--- src/rtl/cve_encoder.sv ---
`default_nettype none

package cve_pkg;
    localparam int CONSTRAINT_LEN = 7;
    localparam int SR_LEN = CONSTRAINT_LEN - 1;
    localparam int MAX_CODES = 7;
    localparam int MIN_CODES = 2;
    localparam int FIFO_DEPTH = 8;
    localparam int FIFO_WIDTH = 1;
    localparam int LEVEL_W = 4;
    // Generator codes, octal 171 133 165 117 127 155 145; MSB taps the newest bit
    localparam logic [MAX_CODES-1:0][CONSTRAINT_LEN-1:0] GEN_CODE = {
        7'h65, 7'h6d, 7'h57, 7'h4f, 7'h75, 7'h5b, 7'h79
    };
    localparam logic [2:0] REG_CTRL = 3'h0;
    localparam logic [2:0] REG_STATUS = 3'h1;
    localparam logic [2:0] REG_WINDOW = 3'h2;
    localparam logic [2:0] REG_COUNT = 3'h3;
    localparam logic [2:0] REG_CONFIG = 3'h4;
    localparam int CTRL_ENABLE_BIT = 0;
    localparam int CTRL_CLEAR_BIT = 1;
    localparam logic CTRL_ENABLE_RESET = 1'b1;
    localparam int STAT_LEVEL_LSB = 0;
    localparam int STAT_EMPTY_BIT = 4;
    localparam int STAT_FULL_BIT = 5;
    localparam int STAT_VOUT_BIT = 6;
    localparam int STAT_RUN_BIT = 7;
    localparam int CFG_CODES_LSB = 0;
    localparam int CFG_LEN_LSB = 4;

    typedef struct packed {
        logic [SR_LEN-1:0] sr;
        logic enable;
        logic [MAX_CODES-1:0] coded;
        logic vout;
        logic [31:0] bit_count;
        logic wait_req;
        logic [31:0] rdata;
    } cve_state_type;
endpackage : cve_pkg

module cve_encoder #(
    parameter int NUM_CODES = 2
) (
    input wire logic MCLK_IN,
    input wire logic RST_IN,
    input wire logic DIN_IN,
    input wire logic VIN_IN,
    output logic DIN_READY_OUT,
    input wire logic ENABLE_IN,
    output logic CODED_OUT_FIRST_OUT,
    output logic CODED_OUT_SECOND_OUT,
    output logic [cve_pkg::MAX_CODES-3:0] CODED_OUT_REST_OUT,
    output logic COUT_VALID_OUT,
    input wire logic COUT_READY_IN,
    input wire logic [2:0] AVS_ADDRESS_IN,
    input wire logic AVS_READ_IN,
    input wire logic AVS_WRITE_IN,
    input wire logic [31:0] AVS_WRITEDATA_IN,
    input wire logic [3:0] AVS_BYTEENABLE_IN,
    output logic [31:0] AVS_READDATA_OUT,
    output logic AVS_WAITREQUEST_OUT
);
    localparam logic [31:0] RATE_STEP = 32'(NUM_CODES);

    cve_pkg::cve_state_type st;
    cve_pkg::cve_state_type next_st;
    logic fifo_data;
    logic fifo_valid;
    logic fifo_pop;
    logic [cve_pkg::LEVEL_W-1:0] fifo_level;
    logic [cve_pkg::CONSTRAINT_LEN-1:0] window;
    logic [cve_pkg::MAX_CODES-1:0] tap_bits;
    logic run;
    logic clear;
    logic req;
    logic [31:0] rd_value;

    // Input bits queue here; a stalled decoder backs up to the source
    cve_fifo #(
        .WIDTH(cve_pkg::FIFO_WIDTH),
        .DEPTH(cve_pkg::FIFO_DEPTH)
    ) u_fifo (
        .clk_in(MCLK_IN),
        .rst_in(RST_IN),
        .wr_data_in(DIN_IN),
        .wr_valid_in(VIN_IN),
        .wr_ready_out(DIN_READY_OUT),
        .rd_data_out(fifo_data),
        .rd_valid_out(fifo_valid),
        .rd_ready_in(fifo_pop),
        .level_out(fifo_level)
    );

    // Newest bit at the top of the window
    assign window = {fifo_data, st.sr};

    // Codes are constants, so unused taps fold away in synthesis
    for (genvar i = 0; i < cve_pkg::MAX_CODES; i++) begin : g_tap
        if (i < NUM_CODES) begin : g_used
            assign tap_bits[i] = ^(window & cve_pkg::GEN_CODE[i]);

        end else begin : g_unused
            assign tap_bits[i] = 1'b0;

        end
    end

    assign req = AVS_READ_IN || AVS_WRITE_IN;
    assign clear = AVS_WRITE_IN && !st.wait_req && (AVS_ADDRESS_IN == cve_pkg::REG_CTRL)
        && AVS_BYTEENABLE_IN[0] && AVS_WRITEDATA_IN[cve_pkg::CTRL_CLEAR_BIT];
    assign run = st.enable && ENABLE_IN;
    // Holding the output while unread keeps coded bits from being dropped
    assign fifo_pop = run && fifo_valid && !clear && (!st.vout || COUT_READY_IN);

    always_comb begin
        rd_value = 32'h0;
        if (AVS_ADDRESS_IN == cve_pkg::REG_CTRL) begin
            rd_value[cve_pkg::CTRL_ENABLE_BIT] = st.enable;
        end else if (AVS_ADDRESS_IN == cve_pkg::REG_STATUS) begin
            rd_value[cve_pkg::STAT_LEVEL_LSB +: cve_pkg::LEVEL_W] = fifo_level;
            rd_value[cve_pkg::STAT_EMPTY_BIT] = !fifo_valid;
            rd_value[cve_pkg::STAT_FULL_BIT] = !DIN_READY_OUT;
            rd_value[cve_pkg::STAT_VOUT_BIT] = st.vout;
            rd_value[cve_pkg::STAT_RUN_BIT] = run;
        end else if (AVS_ADDRESS_IN == cve_pkg::REG_WINDOW) begin
            rd_value[cve_pkg::SR_LEN-1:0] = st.sr;
        end else if (AVS_ADDRESS_IN == cve_pkg::REG_COUNT) begin
            rd_value = st.bit_count;
        end else if (AVS_ADDRESS_IN == cve_pkg::REG_CONFIG) begin
            rd_value[cve_pkg::CFG_CODES_LSB +: 3] = 3'(NUM_CODES);
            rd_value[cve_pkg::CFG_LEN_LSB +: 4] = 4'(cve_pkg::CONSTRAINT_LEN);
        end
    end

    always_comb begin
        next_st = st;
        // One wait cycle per request, then a single acknowledge cycle
        next_st.wait_req = !(req && st.wait_req);
        if (AVS_READ_IN && st.wait_req) begin
            next_st.rdata = rd_value;
        end
        if (AVS_WRITE_IN && !st.wait_req && AVS_ADDRESS_IN == cve_pkg::REG_CTRL
            && AVS_BYTEENABLE_IN[0]) begin
            next_st.enable = AVS_WRITEDATA_IN[cve_pkg::CTRL_ENABLE_BIT];
        end
        if (st.vout && COUT_READY_IN) begin
            next_st.vout = 1'b0;
        end
        if (clear) begin
            next_st.sr = '0;
            next_st.vout = 1'b0;
        end else if (fifo_pop) begin
            next_st.sr = window[cve_pkg::CONSTRAINT_LEN-1:1];
            next_st.coded = tap_bits;
            next_st.vout = 1'b1;
            next_st.bit_count = st.bit_count + RATE_STEP;
        end
    end

    always_ff @(posedge MCLK_IN or posedge RST_IN) begin
        if (RST_IN) begin
            st <= '0;
            st.enable <= cve_pkg::CTRL_ENABLE_RESET;
            st.wait_req <= 1'b1;
        end else begin
            st <= next_st;
        end
    end

    assign CODED_OUT_FIRST_OUT = st.coded[0];
    assign CODED_OUT_SECOND_OUT = st.coded[1];
    assign CODED_OUT_REST_OUT = st.coded[cve_pkg::MAX_CODES-1:2];
    assign COUT_VALID_OUT = st.vout;
    assign AVS_READDATA_OUT = st.rdata;
    assign AVS_WAITREQUEST_OUT = st.wait_req;
endmodule : cve_encoder

`default_nettype wire

--- src/rtl/cve_fifo.sv ---
`default_nettype none

module cve_fifo #(
    parameter int WIDTH = 1,
    parameter int DEPTH = 8
) (
    input wire logic clk_in,
    input wire logic rst_in,
    input wire logic [WIDTH-1:0] wr_data_in,
    input wire logic wr_valid_in,
    output logic wr_ready_out,
    output logic [WIDTH-1:0] rd_data_out,
    output logic rd_valid_out,
    input wire logic rd_ready_in,
    output logic [$clog2(DEPTH+1)-1:0] level_out
);
    localparam int PW = $clog2(DEPTH);
    localparam int CW = $clog2(DEPTH+1);
    localparam logic [CW-1:0] FULL_COUNT = CW'(DEPTH);
    localparam logic [PW-1:0] LAST_SLOT = PW'(DEPTH - 1);

    typedef struct packed {
        logic [DEPTH-1:0][WIDTH-1:0] mem;
        logic [PW-1:0] wr_ptr;
        logic [PW-1:0] rd_ptr;
        logic [CW-1:0] count;
        logic full;
        logic empty;
        logic room;
    } cve_fifo_state_type;

    cve_fifo_state_type st;
    cve_fifo_state_type next_st;
    logic push;
    logic pop;

    always_comb begin
        next_st = st;
        push = wr_valid_in && !st.full;
        pop = rd_ready_in && !st.empty;
        if (push) begin
            next_st.mem[st.wr_ptr] = wr_data_in;
            next_st.wr_ptr = (st.wr_ptr == LAST_SLOT) ? '0 : st.wr_ptr + 1'b1;
        end
        if (pop) begin
            next_st.rd_ptr = (st.rd_ptr == LAST_SLOT) ? '0 : st.rd_ptr + 1'b1;
        end
        if (push && !pop) begin
            next_st.count = st.count + 1'b1;
        end else if (pop && !push) begin
            next_st.count = st.count - 1'b1;
        end
        // Flags registered so the ready seen upstream is a clean flop
        next_st.full = (next_st.count == FULL_COUNT);
        next_st.empty = (next_st.count == '0);
        next_st.room = (next_st.count != FULL_COUNT);
    end

    always_ff @(posedge clk_in or posedge rst_in) begin
        if (rst_in) begin
            st <= '0;
            st.empty <= 1'b1;
            st.room <= 1'b1;
        end else begin
            st <= next_st;
        end
    end

    assign wr_ready_out = st.room;
    assign rd_valid_out = !st.empty;
    assign rd_data_out = st.mem[st.rd_ptr];
    assign level_out = st.count;
endmodule : cve_fifo

`default_nettype wire

--- config.mk ---
export PLATFORM = sky130hd
export DESIGN_NAME = cve_encoder
export DESIGN_NICKNAME = d
export VERILOG_FILES = /design/src/rtl/cve_encoder.sv /design/src/rtl/cve_fifo.sv
export SDC_FILE = /design/constraint.sdc
export NUM_CORES = 1
export LEC_CHECK = 0
export BUFFER_PORTS_ARGS = -buffer_cell sky130_fd_sc_hd__buf_2
export CORE_MARGIN = 2
export CORE_UTILIZATION = 55
export CTS_CLUSTER_DIAMETER = 60
export DETAILED_ROUTE_END_ITERATION = 8
export PLACE_DENSITY = 0.84
export SLEW_MARGIN = 40
export SYNTH_ARGS = -nofsm -noshare
export SYNTH_HDL_FRONTEND = slang
export SYNTH_SLANG_ARGS = --single-unit
--- constraint.sdc ---
create_clock -name MCLK_IN -period 3.4 [get_ports MCLK_IN]
set_clock_uncertainty 0.15 [all_clocks]
set_input_delay 0 -clock MCLK_IN [delete_from_list [all_inputs] [get_ports MCLK_IN]]
set_output_delay 0 -clock MCLK_IN [all_outputs]
set_load 0.1 [all_outputs]
---- Yosys cells after proc, flatten, opt, wreduce, memory -nomap -nowiden ----
Cells that the tools add are included.
operators by class
  multipliers ............................. 0
  eq/ne operators ......................... 8
  reduce and logical (&&, ||, !) cells .... 34
  shift-type cells ........................ 0
  add/subtract/negate cells ............... 5
  bitwise operators ....................... 1
  muxes and demuxes ....................... 26
  div/mod/pow operators ................... 0
  order comparisons ....................... 3
operator list
  operator                                              number
  2-to-1 mux 24 bit                                     2
  2-to-1 mux 33 bit                                     1
  adder 32 x 2 -> 32 bit (second input constant)        1
  2-to-1 mux 31 bit                                     1
  2-to-1 mux 26 bit                                     1
  2-to-1 mux 6 bit                                      3
  logical AND 1 bit                                     16
  parity 7 bit                                          2
  2-to-1 mux 3 bit                                      4
  2-to-1 mux 4 bit                                      3
  equality test 3 bit (second input constant)           3
  zero test 1 bit                                       9
  bitwise mux 8 bit                                     1
  < comparator 3 x 4 -> 1 bit (second input constant)   2
  2-to-1 mux 8 bit                                      1
  adder 3 x 1 -> 3 bit (second input constant)          2
  equality test 3 x 2 -> 1 bit (second input constant)  2
  2-to-1 mux 1 bit                                      6
  adder 4 x 1 -> 4 bit (second input constant)          1
  equality test 4 bit (second input constant)           1
  zero test 4 bit                                       1
  != test 4 bit (second input constant)                 1
  subtractor 4 x 1 -> 4 bit (second input constant)     1
  binary-select mux 1 bit (select 3 bit)                1
  other kinds (10)                                      11
storage, ports and cells
  latch bits .............................. 0
  bits in writable memories ............... 0
  ROM bits ................................ 0
  bits in registers ....................... 96
  bits of input ports ..................... 47
  memories kept ........................... 0

---- Longest topological paths before layout ----
Gate-level depths: netlist of run 1.
  depth in word-level cells ............... 13
  depth in mapped cells ................... 7
  depth with buffers taken out ............ 7

---- Hierarchy ----
A second synthesis of run 1 with hierarchy kept.
unflattened totals
  cells, all modules ...................... 424
  area total of the unflattened synthesis .. 4724.5 µm²
by module, submodules not included
  module       instances  cells an instance  area each (µm²)
  cve_encoder  1          314                3507.1
  cve_fifo     1          110                1217.4

---- Worst setup path before layout of run 1 ----
Ideal clock, no wire load.
  kind .................................... flip-flop to flip-flop
  start ................................... reg st (netlist bit AVS_WAITREQUEST_OUT)
  end ..................................... reg st[53] in the netlist's numbering
  arrival ................................. 2.049 ns
  required time ........................... 3.127 ns
  cell stages (with the launch flop) ...... 7
  setup time .............................. 0.123 ns
  buffers on the path ..................... 1
  slack ................................... 1.078 ns
  cell sequence ........................... dfstp_2 or4b_4 o211ai_4 buf_6 nor4_1 nand4_1 xnor2_1
between the ends
  cells in the longest elaborated chain, start to end .. 9
  elaborated cells on any way between the ends .. 10
  those cells by class .................... bitwise: 1; reduce/logical: 9
ends and longest elaborated chain
  element                            line                source
  from (decl)                        cve_encoder.sv:66   cve_pkg::cve_state_type st;
  from (signal assigned)             cve_encoder.sv:167  st <= next_st;
  zero test 1 bit *                  cve_encoder.sv:110  assign clear = AVS_WRITE_IN && !st.wait_req && (AVS_ADDRESS_IN == cve_pkg::REG_CTRL)
  logical AND 1 bit * (2 in series)  cve_encoder.sv:110
  logical AND 1 bit * (2 in series)  cve_encoder.sv:111  && AVS_BYTEENABLE_IN[0] && AVS_WRITEDATA_IN[cve_pkg::CTRL_CLEAR_BIT];
  zero test 1 bit                    cve_encoder.sv:114  assign fifo_pop = run && fifo_valid && !clear && (!st.vout || COUT_READY_IN);
  logical AND 1 bit (2 in series)    cve_encoder.sv:114
  AND reduction 2 bit (no line) *    -
Every way passes the cells marked *; elsewhere a longest branch is shown, timed or not.
A chain may end at the register's enable or synchronous reset.

==> impl_metrics.env, run 1 <==
export IMPL_power_switching_mw=1.340
export IMPL_worstPathArrival_ns=2.74
export IMPL_dieArea_um2=9110
export IMPL_overflow=0
export IMPL_setup_tns_final_ns=0
export IMPL_final_util=0.6172
export IMPL_drive_gt1_frac=0.2149
export IMPL_post_cts_resized=0
export IMPL_yosysSeqAreaShare=0.5180
export IMPL_synth_top_cell_by_area="dfrtp_1"
export IMPL_multi_input_area_um2=1872
export IMPL_pin_count=89
export IMPL_synth_top_family_by_area="simple AND/OR/NAND/NOR gates"
export IMPL_grt_max_degree=40
export IMPL_seq_area_um2=2382
export IMPL_rows=33
export IMPL_fp_dieH_um=95.45
export IMPL_synthMuxAreaShare=0.05495
export IMPL_p_int_mw=2.120
export IMPL_hold_class="in -> async"
export IMPL_die_x_um=95.45
export IMPL_postRouteWirelength_um=9148
export IMPL_p_comb_frac=0.318
export IMPL_synth_compound_area_frac=0.09576
export IMPL_yosys_register_bits=95
export IMPL_p_seq_frac=0.453
export IMPL_cts_sinks=95
export IMPL_pwr_share_clk=0.229
export IMPL_crit_type="reg -> reg"
export IMPL_antenna_found_initial=0
export IMPL_cts_buffers=9
export IMPL_p_per_area_nw_per_um2=685.8
export IMPL_area_delta_synth_final_pct=9.712
export IMPL_clockBufferDepth=2
export IMPL_synthTopCellsByArea="dfrtp_1 50%, buf_4 6.2%, a22o_1 5.5%"
export IMPL_fmax_mhz=387.4
export IMPL_nFillCells=634
export IMPL_synthAdderAreaFrac=0.01904
export IMPL_drt_pre_antenna_iters=4
export IMPL_grt_pass1_wl_um=14780
export IMPL_period_share=0.7592
export IMPL_wl_per_cell_um=16.31
export IMPL_worstPathRequired_ns=3.56
export IMPL_drv_slew=0
export IMPL_nNetsFinal=505
export IMPL_setup_viol=0
export IMPL_final_antenna_net_count=0
export IMPL_critPathMaxFanout=22
export IMPL_slew_headroom=0.5379
export IMPL_syn_area_um2=4599
export IMPL_initial_core_util=0.5626
export IMPL_rsz0062_at_grt="false"
export IMPL_synth_top_area_frac=0.4951
export IMPL_period_minus_slack_ns=2.581
export IMPL_dp_hpwl_um=6227
export IMPL_slowest_stage="or4b_4"
export IMPL_path_clk_slew_ns=0.10
export IMPL_synth_edf_count=0
export IMPL_synth_xor_area_frac=0.07236
export IMPL_synth_cells=420
export IMPL_insertion_delay_ns=0.37
export IMPL_hold_viol=0
export IMPL_portBuffers=50
export IMPL_cts_tree="built"
export IMPL_route_detailed_drc=0
export IMPL_cap_violations=0
export IMPL_vias_per_cell=5.643
export IMPL_crit_start="AVS_WAITREQUEST_OUT"
export IMPL_startpoint_type="register"
export IMPL_gp_congestion=0.8578
export IMPL_postLayoutCellArea_um2=5046
export IMPL_slowest_delay_ns=0.59
export IMPL_htreeDepth=3
export IMPL_end_kind="register"
export IMPL_yosysWarnings=0
export IMPL_vdd_drop_max_v=0.0007415
export IMPL_synthFlopType="dfrtp_1"
export IMPL_place_area_um2=4674
export IMPL_synth_simple_area_share=0.1583
export IMPL_worst_pin_slew_ns=0.6918
export IMPL_synth_async_sr_flop_share=1.000
export IMPL_synth_cell_type_count=46
export IMPL_power_switching_share=0.3873
export IMPL_root_buffer="clkbuf_8"
export IMPL_p_leak_nw=2.471
export IMPL_avgSynthCellArea_um2=10.95
export IMPL_regToRegStartpoint="AVS_WAITREQUEST_OUT"
export IMPL_vias=3166
export IMPL_path_cells="or4b_4, o211ai_4, mux2i_1, xor2_1, and3_1"
export IMPL_drt_iter0_drc=160
export IMPL_status="completed"
export IMPL_coreArea_um2=8175
export IMPL_grt_pass1_vias=3000
export IMPL_grt_usage=0.2123
export IMPL_diodes=0
## cell usage in the layout, fill, tap and decap left out, types with 2 or more instances in the layout
cell type | synthesis | layout
xor2_1 | 11 | 11
nand3_1 | 20 | 20
mux4_2 | 2 | 2
a22oi_1 | 3 | 3
a22o_1 | 29 | 29
nand4_1 | 10 | 10
dfstp_2 | 4 | 4
mux2i_1 | 5 | 5
o21ai_0 | 11 | 11
and3_1 | 5 | 5
xnor2_1 | 27 | 27
buf_2 | 3 | 50
and4_1 | 4 | 4
nor2b_1 | 3 | 3
nor4_1 | 3 | 2
a21oi_1 | 2 | 2
inv_6 | 0 | 2
dlygate4sd3_1 | 0 | 15
nor3_1 | 5 | 4
conb_1 | 1 | 5
ha_1 | 7 | 7
clkinv_2 | 0 | 2
nor2_1 | 21 | 21
clkbuf_8 | 0 | 10
nand2_1 | 57 | 57
inv_1 | 5 | 4
nor3b_1 | 3 | 3
nand2b_1 | 4 | 4
buf_4 | 38 | 4
dfrtp_1 | 91 | 91
mux2_2 | 14 | 14
a21o_1 | 2 | 2
nand3b_1 | 3 | 3
## per-stage QoR
step	instances	total power [mW]	worst slack, ns	hold slack, ns
5_1_grt	561	3.633	0.7027	0.08831
2_1_floorplan	424	2.456	0.7796	-0.08695
3_3_place_gp	530	2.580	0.8977	-0.1018
4_1_cts	561	3.462	0.8445	0.04881
6_report	561	3.461	0.8189	0.03050
3_5_place_dp	530	2.649	0.9070	-0.09277
## registers in the layout, summed over array words and instances, names as in the netlist
name,flops
COUT_VALID_OUT,1
st,38
CODED_OUT_SECOND_OUT,1
AVS_READDATA_OUT,32
CODED_OUT_FIRST_OUT,1
u_fifo.wr_ready_out,1
AVS_WAITREQUEST_OUT,1
u_fifo.level_out,4
u_fifo.st,16
## routing by layer
layer	vias to the layer above	track usage	wire (um)
li1	1491	-	-
met1	1574	0.2777	3873
met2	90	0.3533	4703
met3	11	0.05375	489
met4	0	0.05714	81
met5	-	0	0
## final timing paths
kind,cells after the start,to,slack [ns]
worst min-delay path,3,AVS_READDATA_OUT[20],0.03
worst max register to register,5,u_fifo.st[2],0.82
min in group MCLK_IN,4,st[79],0.10
worst min register to register,2,AVS_READDATA_OUT[7],0.33
max in group asynchronous,4,u_fifo.st[1],2.24
worst max-delay path,5,u_fifo.st[2],0.82
## Yosys cell counts (3+ instances only)
library cell,number
nand3_1,20
mux2i_1,5
xor2_1,11
nor3b_1,3
dfstp_2,4
nand2b_1,4
xnor2_1,27
nand3b_1,3
clkbuf_1,11
a22oi_1,3
nand4_1,10
a22o_1,29
nor2_1,21
and3_1,5
and4_1,4
buf_2,3
nor3_1,5
dfrtp_1,91
nor4_1,3
nand2_1,57
nor2b_1,3
inv_1,5
buf_4,38
ha_1,7
o21ai_0,11
mux2_2,14
## area by class of cell
type | count | area share
clock inverter | 6 | 0.01438
clock buffer | 10 | 0.02727
multi-input combinational | 271 | 0.3709
tap | 105 | 0.02604
sequential | 95 | 0.4721
timing repair buffer | 69 | 0.08530
inverter | 5 | 0.003967
## cells by family (layout without fill, tap and decap cells)
family | Yosys count | count (layout)
other cells | 1 | 5
simple gates | 145 | 145
fa+ha+maj | 7 | 7
buf+inv | 58 | 90
mux | 21 | 21
flops | 95 | 95
xor+xnor | 38 | 38
compound gates | 55 | 55
## what timing repair did
item	4_1_cts	5_1_grt
hold buffers	15	0
hold endpoints to repair	54	0
buffers inserted	0	0
endpoints found under the setup margin	0	0
## power by group through the flow
stage | Clock (mW) | Combinational (mW) | Sequential, mW
finish | 0.792 | 1.10 | 1.57
global route | 0.848 | 1.18 | 1.60
CTS | 0.802 | 1.10 | 1.56
detailed placement | 0 | 1.06 | 1.58
global placement | 0 | 1.02 | 1.56
floorplan | 0 | 0.822 | 1.63
## critical path: cells and delay by family, from the launching register on
family,cells,cell delay [ns]
and+or+nand+nor,2,0.80
DFF,1,0.39
AOI/OAI and AO/OA,1,0.58
xor gates and xnor gates,1,0.30
muxes,1,0.28
Power figures use the tool's default switching activity.
==> run 2: changes to the inputs <==
--- a/config.mk
+++ b/config.mk
@@ -7,10 +7,10 @@
 export LEC_CHECK = 0
 export BUFFER_PORTS_ARGS = -buffer_cell sky130_fd_sc_hd__buf_2
 export CORE_MARGIN = 2
-export CORE_UTILIZATION = 55
+export CORE_UTILIZATION = 50
 export CTS_CLUSTER_DIAMETER = 60
 export DETAILED_ROUTE_END_ITERATION = 8
-export PLACE_DENSITY = 0.84
+export PLACE_DENSITY = 0.81
 export SLEW_MARGIN = 40
 export SYNTH_ARGS = -nofsm -noshare
 export SYNTH_HDL_FRONTEND = slang
==> constraint.sdc (replaced) <==
create_clock -name MCLK_IN -period 2.23 [get_ports MCLK_IN]
set_clock_uncertainty 0.15 [all_clocks]
set_input_delay 0 -clock MCLK_IN [delete_from_list [all_inputs] [get_ports MCLK_IN]]
set_output_delay 0 -clock MCLK_IN [all_outputs]
set_load 0.1 [all_outputs]
==> impl_metrics.env, run 2 (same netlist as run 1, synthesis figures left out) <==
export IMPL_min_path_cells=4
export IMPL_dp_hpwl_um=6126
export IMPL_min_to="AVS_READDATA_OUT[7]"
export IMPL_p_per_area_nw_per_um2=1037
export IMPL_dp_slack_ns=0.02123
export IMPL_dp_cells=543
export IMPL_portBuffers=50
export IMPL_cts_buffers=9
export IMPL_largest_register_ffs=38
export IMPL_clockBufferDepth=2
export IMPL_fin_cells=573
export IMPL_top_register="st"
export IMPL_die_x_um=99.91
export IMPL_drive_gt1_frac=0.2430
export IMPL_place_area_um2=4781
export IMPL_layout_commonest_cell="dfrtp_1"
export IMPL_grt_max_degree=96
export IMPL_pin_count=89
export IMPL_worstPathArrival_ns=2.40
export IMPL_overflow=0
export IMPL_coreArea_um2=8806
export IMPL_vias=3187
export IMPL_p_int_mw=3.315
export IMPL_rsz0062_at_grt="true"
export IMPL_hold_viol=0
export IMPL_drv_slew=0
export IMPL_cts_tree="built"
export IMPL_root_buffer="clkbuf_8"
export IMPL_antenna_found_initial=0
export IMPL_diodes=0
export IMPL_final_antenna_net_count=0
export IMPL_hold_class="in -> reg"
export IMPL_p_seq_frac=0.447
export IMPL_slowest_delay_ns=0.59
export IMPL_regToRegStartpoint="AVS_WAITREQUEST_OUT"
export IMPL_insertion_delay_ns=0.37
export IMPL_fmax_mhz=445.3
export IMPL_wl_per_cell_um=15.65
export IMPL_drt_pre_antenna_iters=5
export IMPL_fp_dieH_um=99.91
export IMPL_grt_usage=0.1905
export IMPL_htreeDepth=3
export IMPL_power_switching_share=0.3798
export IMPL_slowest_stage="or4b_4"
export IMPL_gp_congestion=0.8053
export IMPL_violations="setup timing"
export IMPL_power_switching_mw=2.030
export IMPL_period_minus_slack_ns=2.246
export IMPL_layout_common_cells="90 x dfrtp_1, 57 x nand2_1, 50 x buf_2, 29 x a22o_1, 26 x xnor2_1"
export IMPL_end_kind="register"
export IMPL_drt_iter0_drc=140
export IMPL_r2r_end="u_fifo.st[1]"
export IMPL_path_clk_slew_ns=0.09
export IMPL_p_leak_nw=2.527
export IMPL_cts_sinks=95
export IMPL_hold_start="AVS_ADDRESS_IN[0]"
export IMPL_rows=34
export IMPL_reg2regPathDepth=6
export IMPL_startpoint_type="register"
export IMPL_route_detailed_drc=0
export IMPL_pwr_share_clk=0.231
export IMPL_cp_num_buf_inv=1
export IMPL_dieArea_um2=9982
export IMPL_r2r_setup_slack_ns=-0.02
export IMPL_period_share=1.007
export IMPL_initial_core_util=0.5223
export IMPL_area_delta_synth_final_pct=12.08
export IMPL_crit_type="reg -> reg"
export IMPL_status="finished, violations left"
export IMPL_postLayoutCellArea_um2=5155
export IMPL_grt_pass1_vias=3146
export IMPL_vias_per_cell=5.562
export IMPL_layout_setup_ws_ns=-0.01593
export IMPL_whs_ns=0.01992
export IMPL_nNetsFinal=514
export IMPL_grt_pass1_wl_um=15010
export IMPL_postRouteWirelength_um=8970
export IMPL_setup_viol=1
export IMPL_critPathMaxFanout=5
export IMPL_nFillCells=720
export IMPL_path_cells="or4b_4, o211ai_4, mux2i_1, xor2_1, buf_4, nor3b_2"
export IMPL_worstPathRequired_ns=2.39
export IMPL_cap_violations=0
export IMPL_worst_path_dominant_cell_family="simple AND/OR/NAND/NOR gates"
export IMPL_vdd_drop_max_v=0.0009590
export IMPL_p_comb_frac=0.322
[run 2: per-stage QoR]
stage          total power [mW]   TNS (ns)    util
4_1_cts                   5.342          0  0.5823
2_1_floorplan             3.751  -0.004071       -
6_report                  5.345   -0.01593  0.5854
5_1_grt                   5.665    -0.6321  0.5854
3_3_place_gp              3.963          0  0.5429
3_5_place_dp              4.047          0  0.5429
[run 2: layout make-up]
class	count	area, um2	share of cell area
Tap cell	108	135.1	0.02621
Clock buffer	11	151.4	0.02937
Multi-Input combinational cell	271	1884	0.3655
Sequential cell	95	2387	0.4631
Inverter	5	22.52	0.004369
Timing Repair Buffer	78	506.7	0.09830
Clock inverter	5	67.56	0.01311
[run 2: how the worst max path moves through the flow]
stage / slack [ns] / to / cells after the start / from
2_1_floorplan: -0.004 / u_fifo.st[2] / 6 / AVS_WAITREQUEST_OUT
3_3_place_gp: 0.04 / st[61] / 7 / AVS_WAITREQUEST_OUT
3_5_place_dp: 0.02 / st[49] / 7 / AVS_WAITREQUEST_OUT
4_1_cts: 0.008 / u_fifo.st[1] / 6 / AVS_WAITREQUEST_OUT
5_1_grt: -0.08 / u_fifo.st[1] / 6 / AVS_WAITREQUEST_OUT
6_report: -0.02 / u_fifo.st[1] / 6 / AVS_WAITREQUEST_OUT
[run 2: what timing repair did]
item | 4_1_cts | 5_1_grt
resized for setup | 0 | 4
gates cloned | 0 | 0
pin swaps | 1 | 6
hold buffers | 12 | 0
setup buffers | 1 | 1
setup endpoints to repair | 1 | 18
endpoints found under the hold margin | 119 | 0
[run 2: power by group through the flow]
stage	clock, mW	combinational, mW	sequential, mW
2_1_floorplan	0	1.26	2.49
3_3_place_gp	0	1.58	2.39
3_5_place_dp	0	1.64	2.41
4_1_cts	1.26	1.70	2.38
5_1_grt	1.34	1.89	2.44
6_report	1.23	1.72	2.39
[run 2: layer usage]
metal	global-route usage	vias to the layer above	wire (um)
met3	0.04039	17	355
met4	0.06533	0	174
met2	0.3233	86	4604
met1	0.2439	1583	3835
met5	0	-	0
li1	-	1501	-
[run 2: tightest hold or removal path: stages]
cell and delay, ns:
buf_2 0.18, nor2b_1 0.19, nand2_1 0.06, o21ai_0 0.07
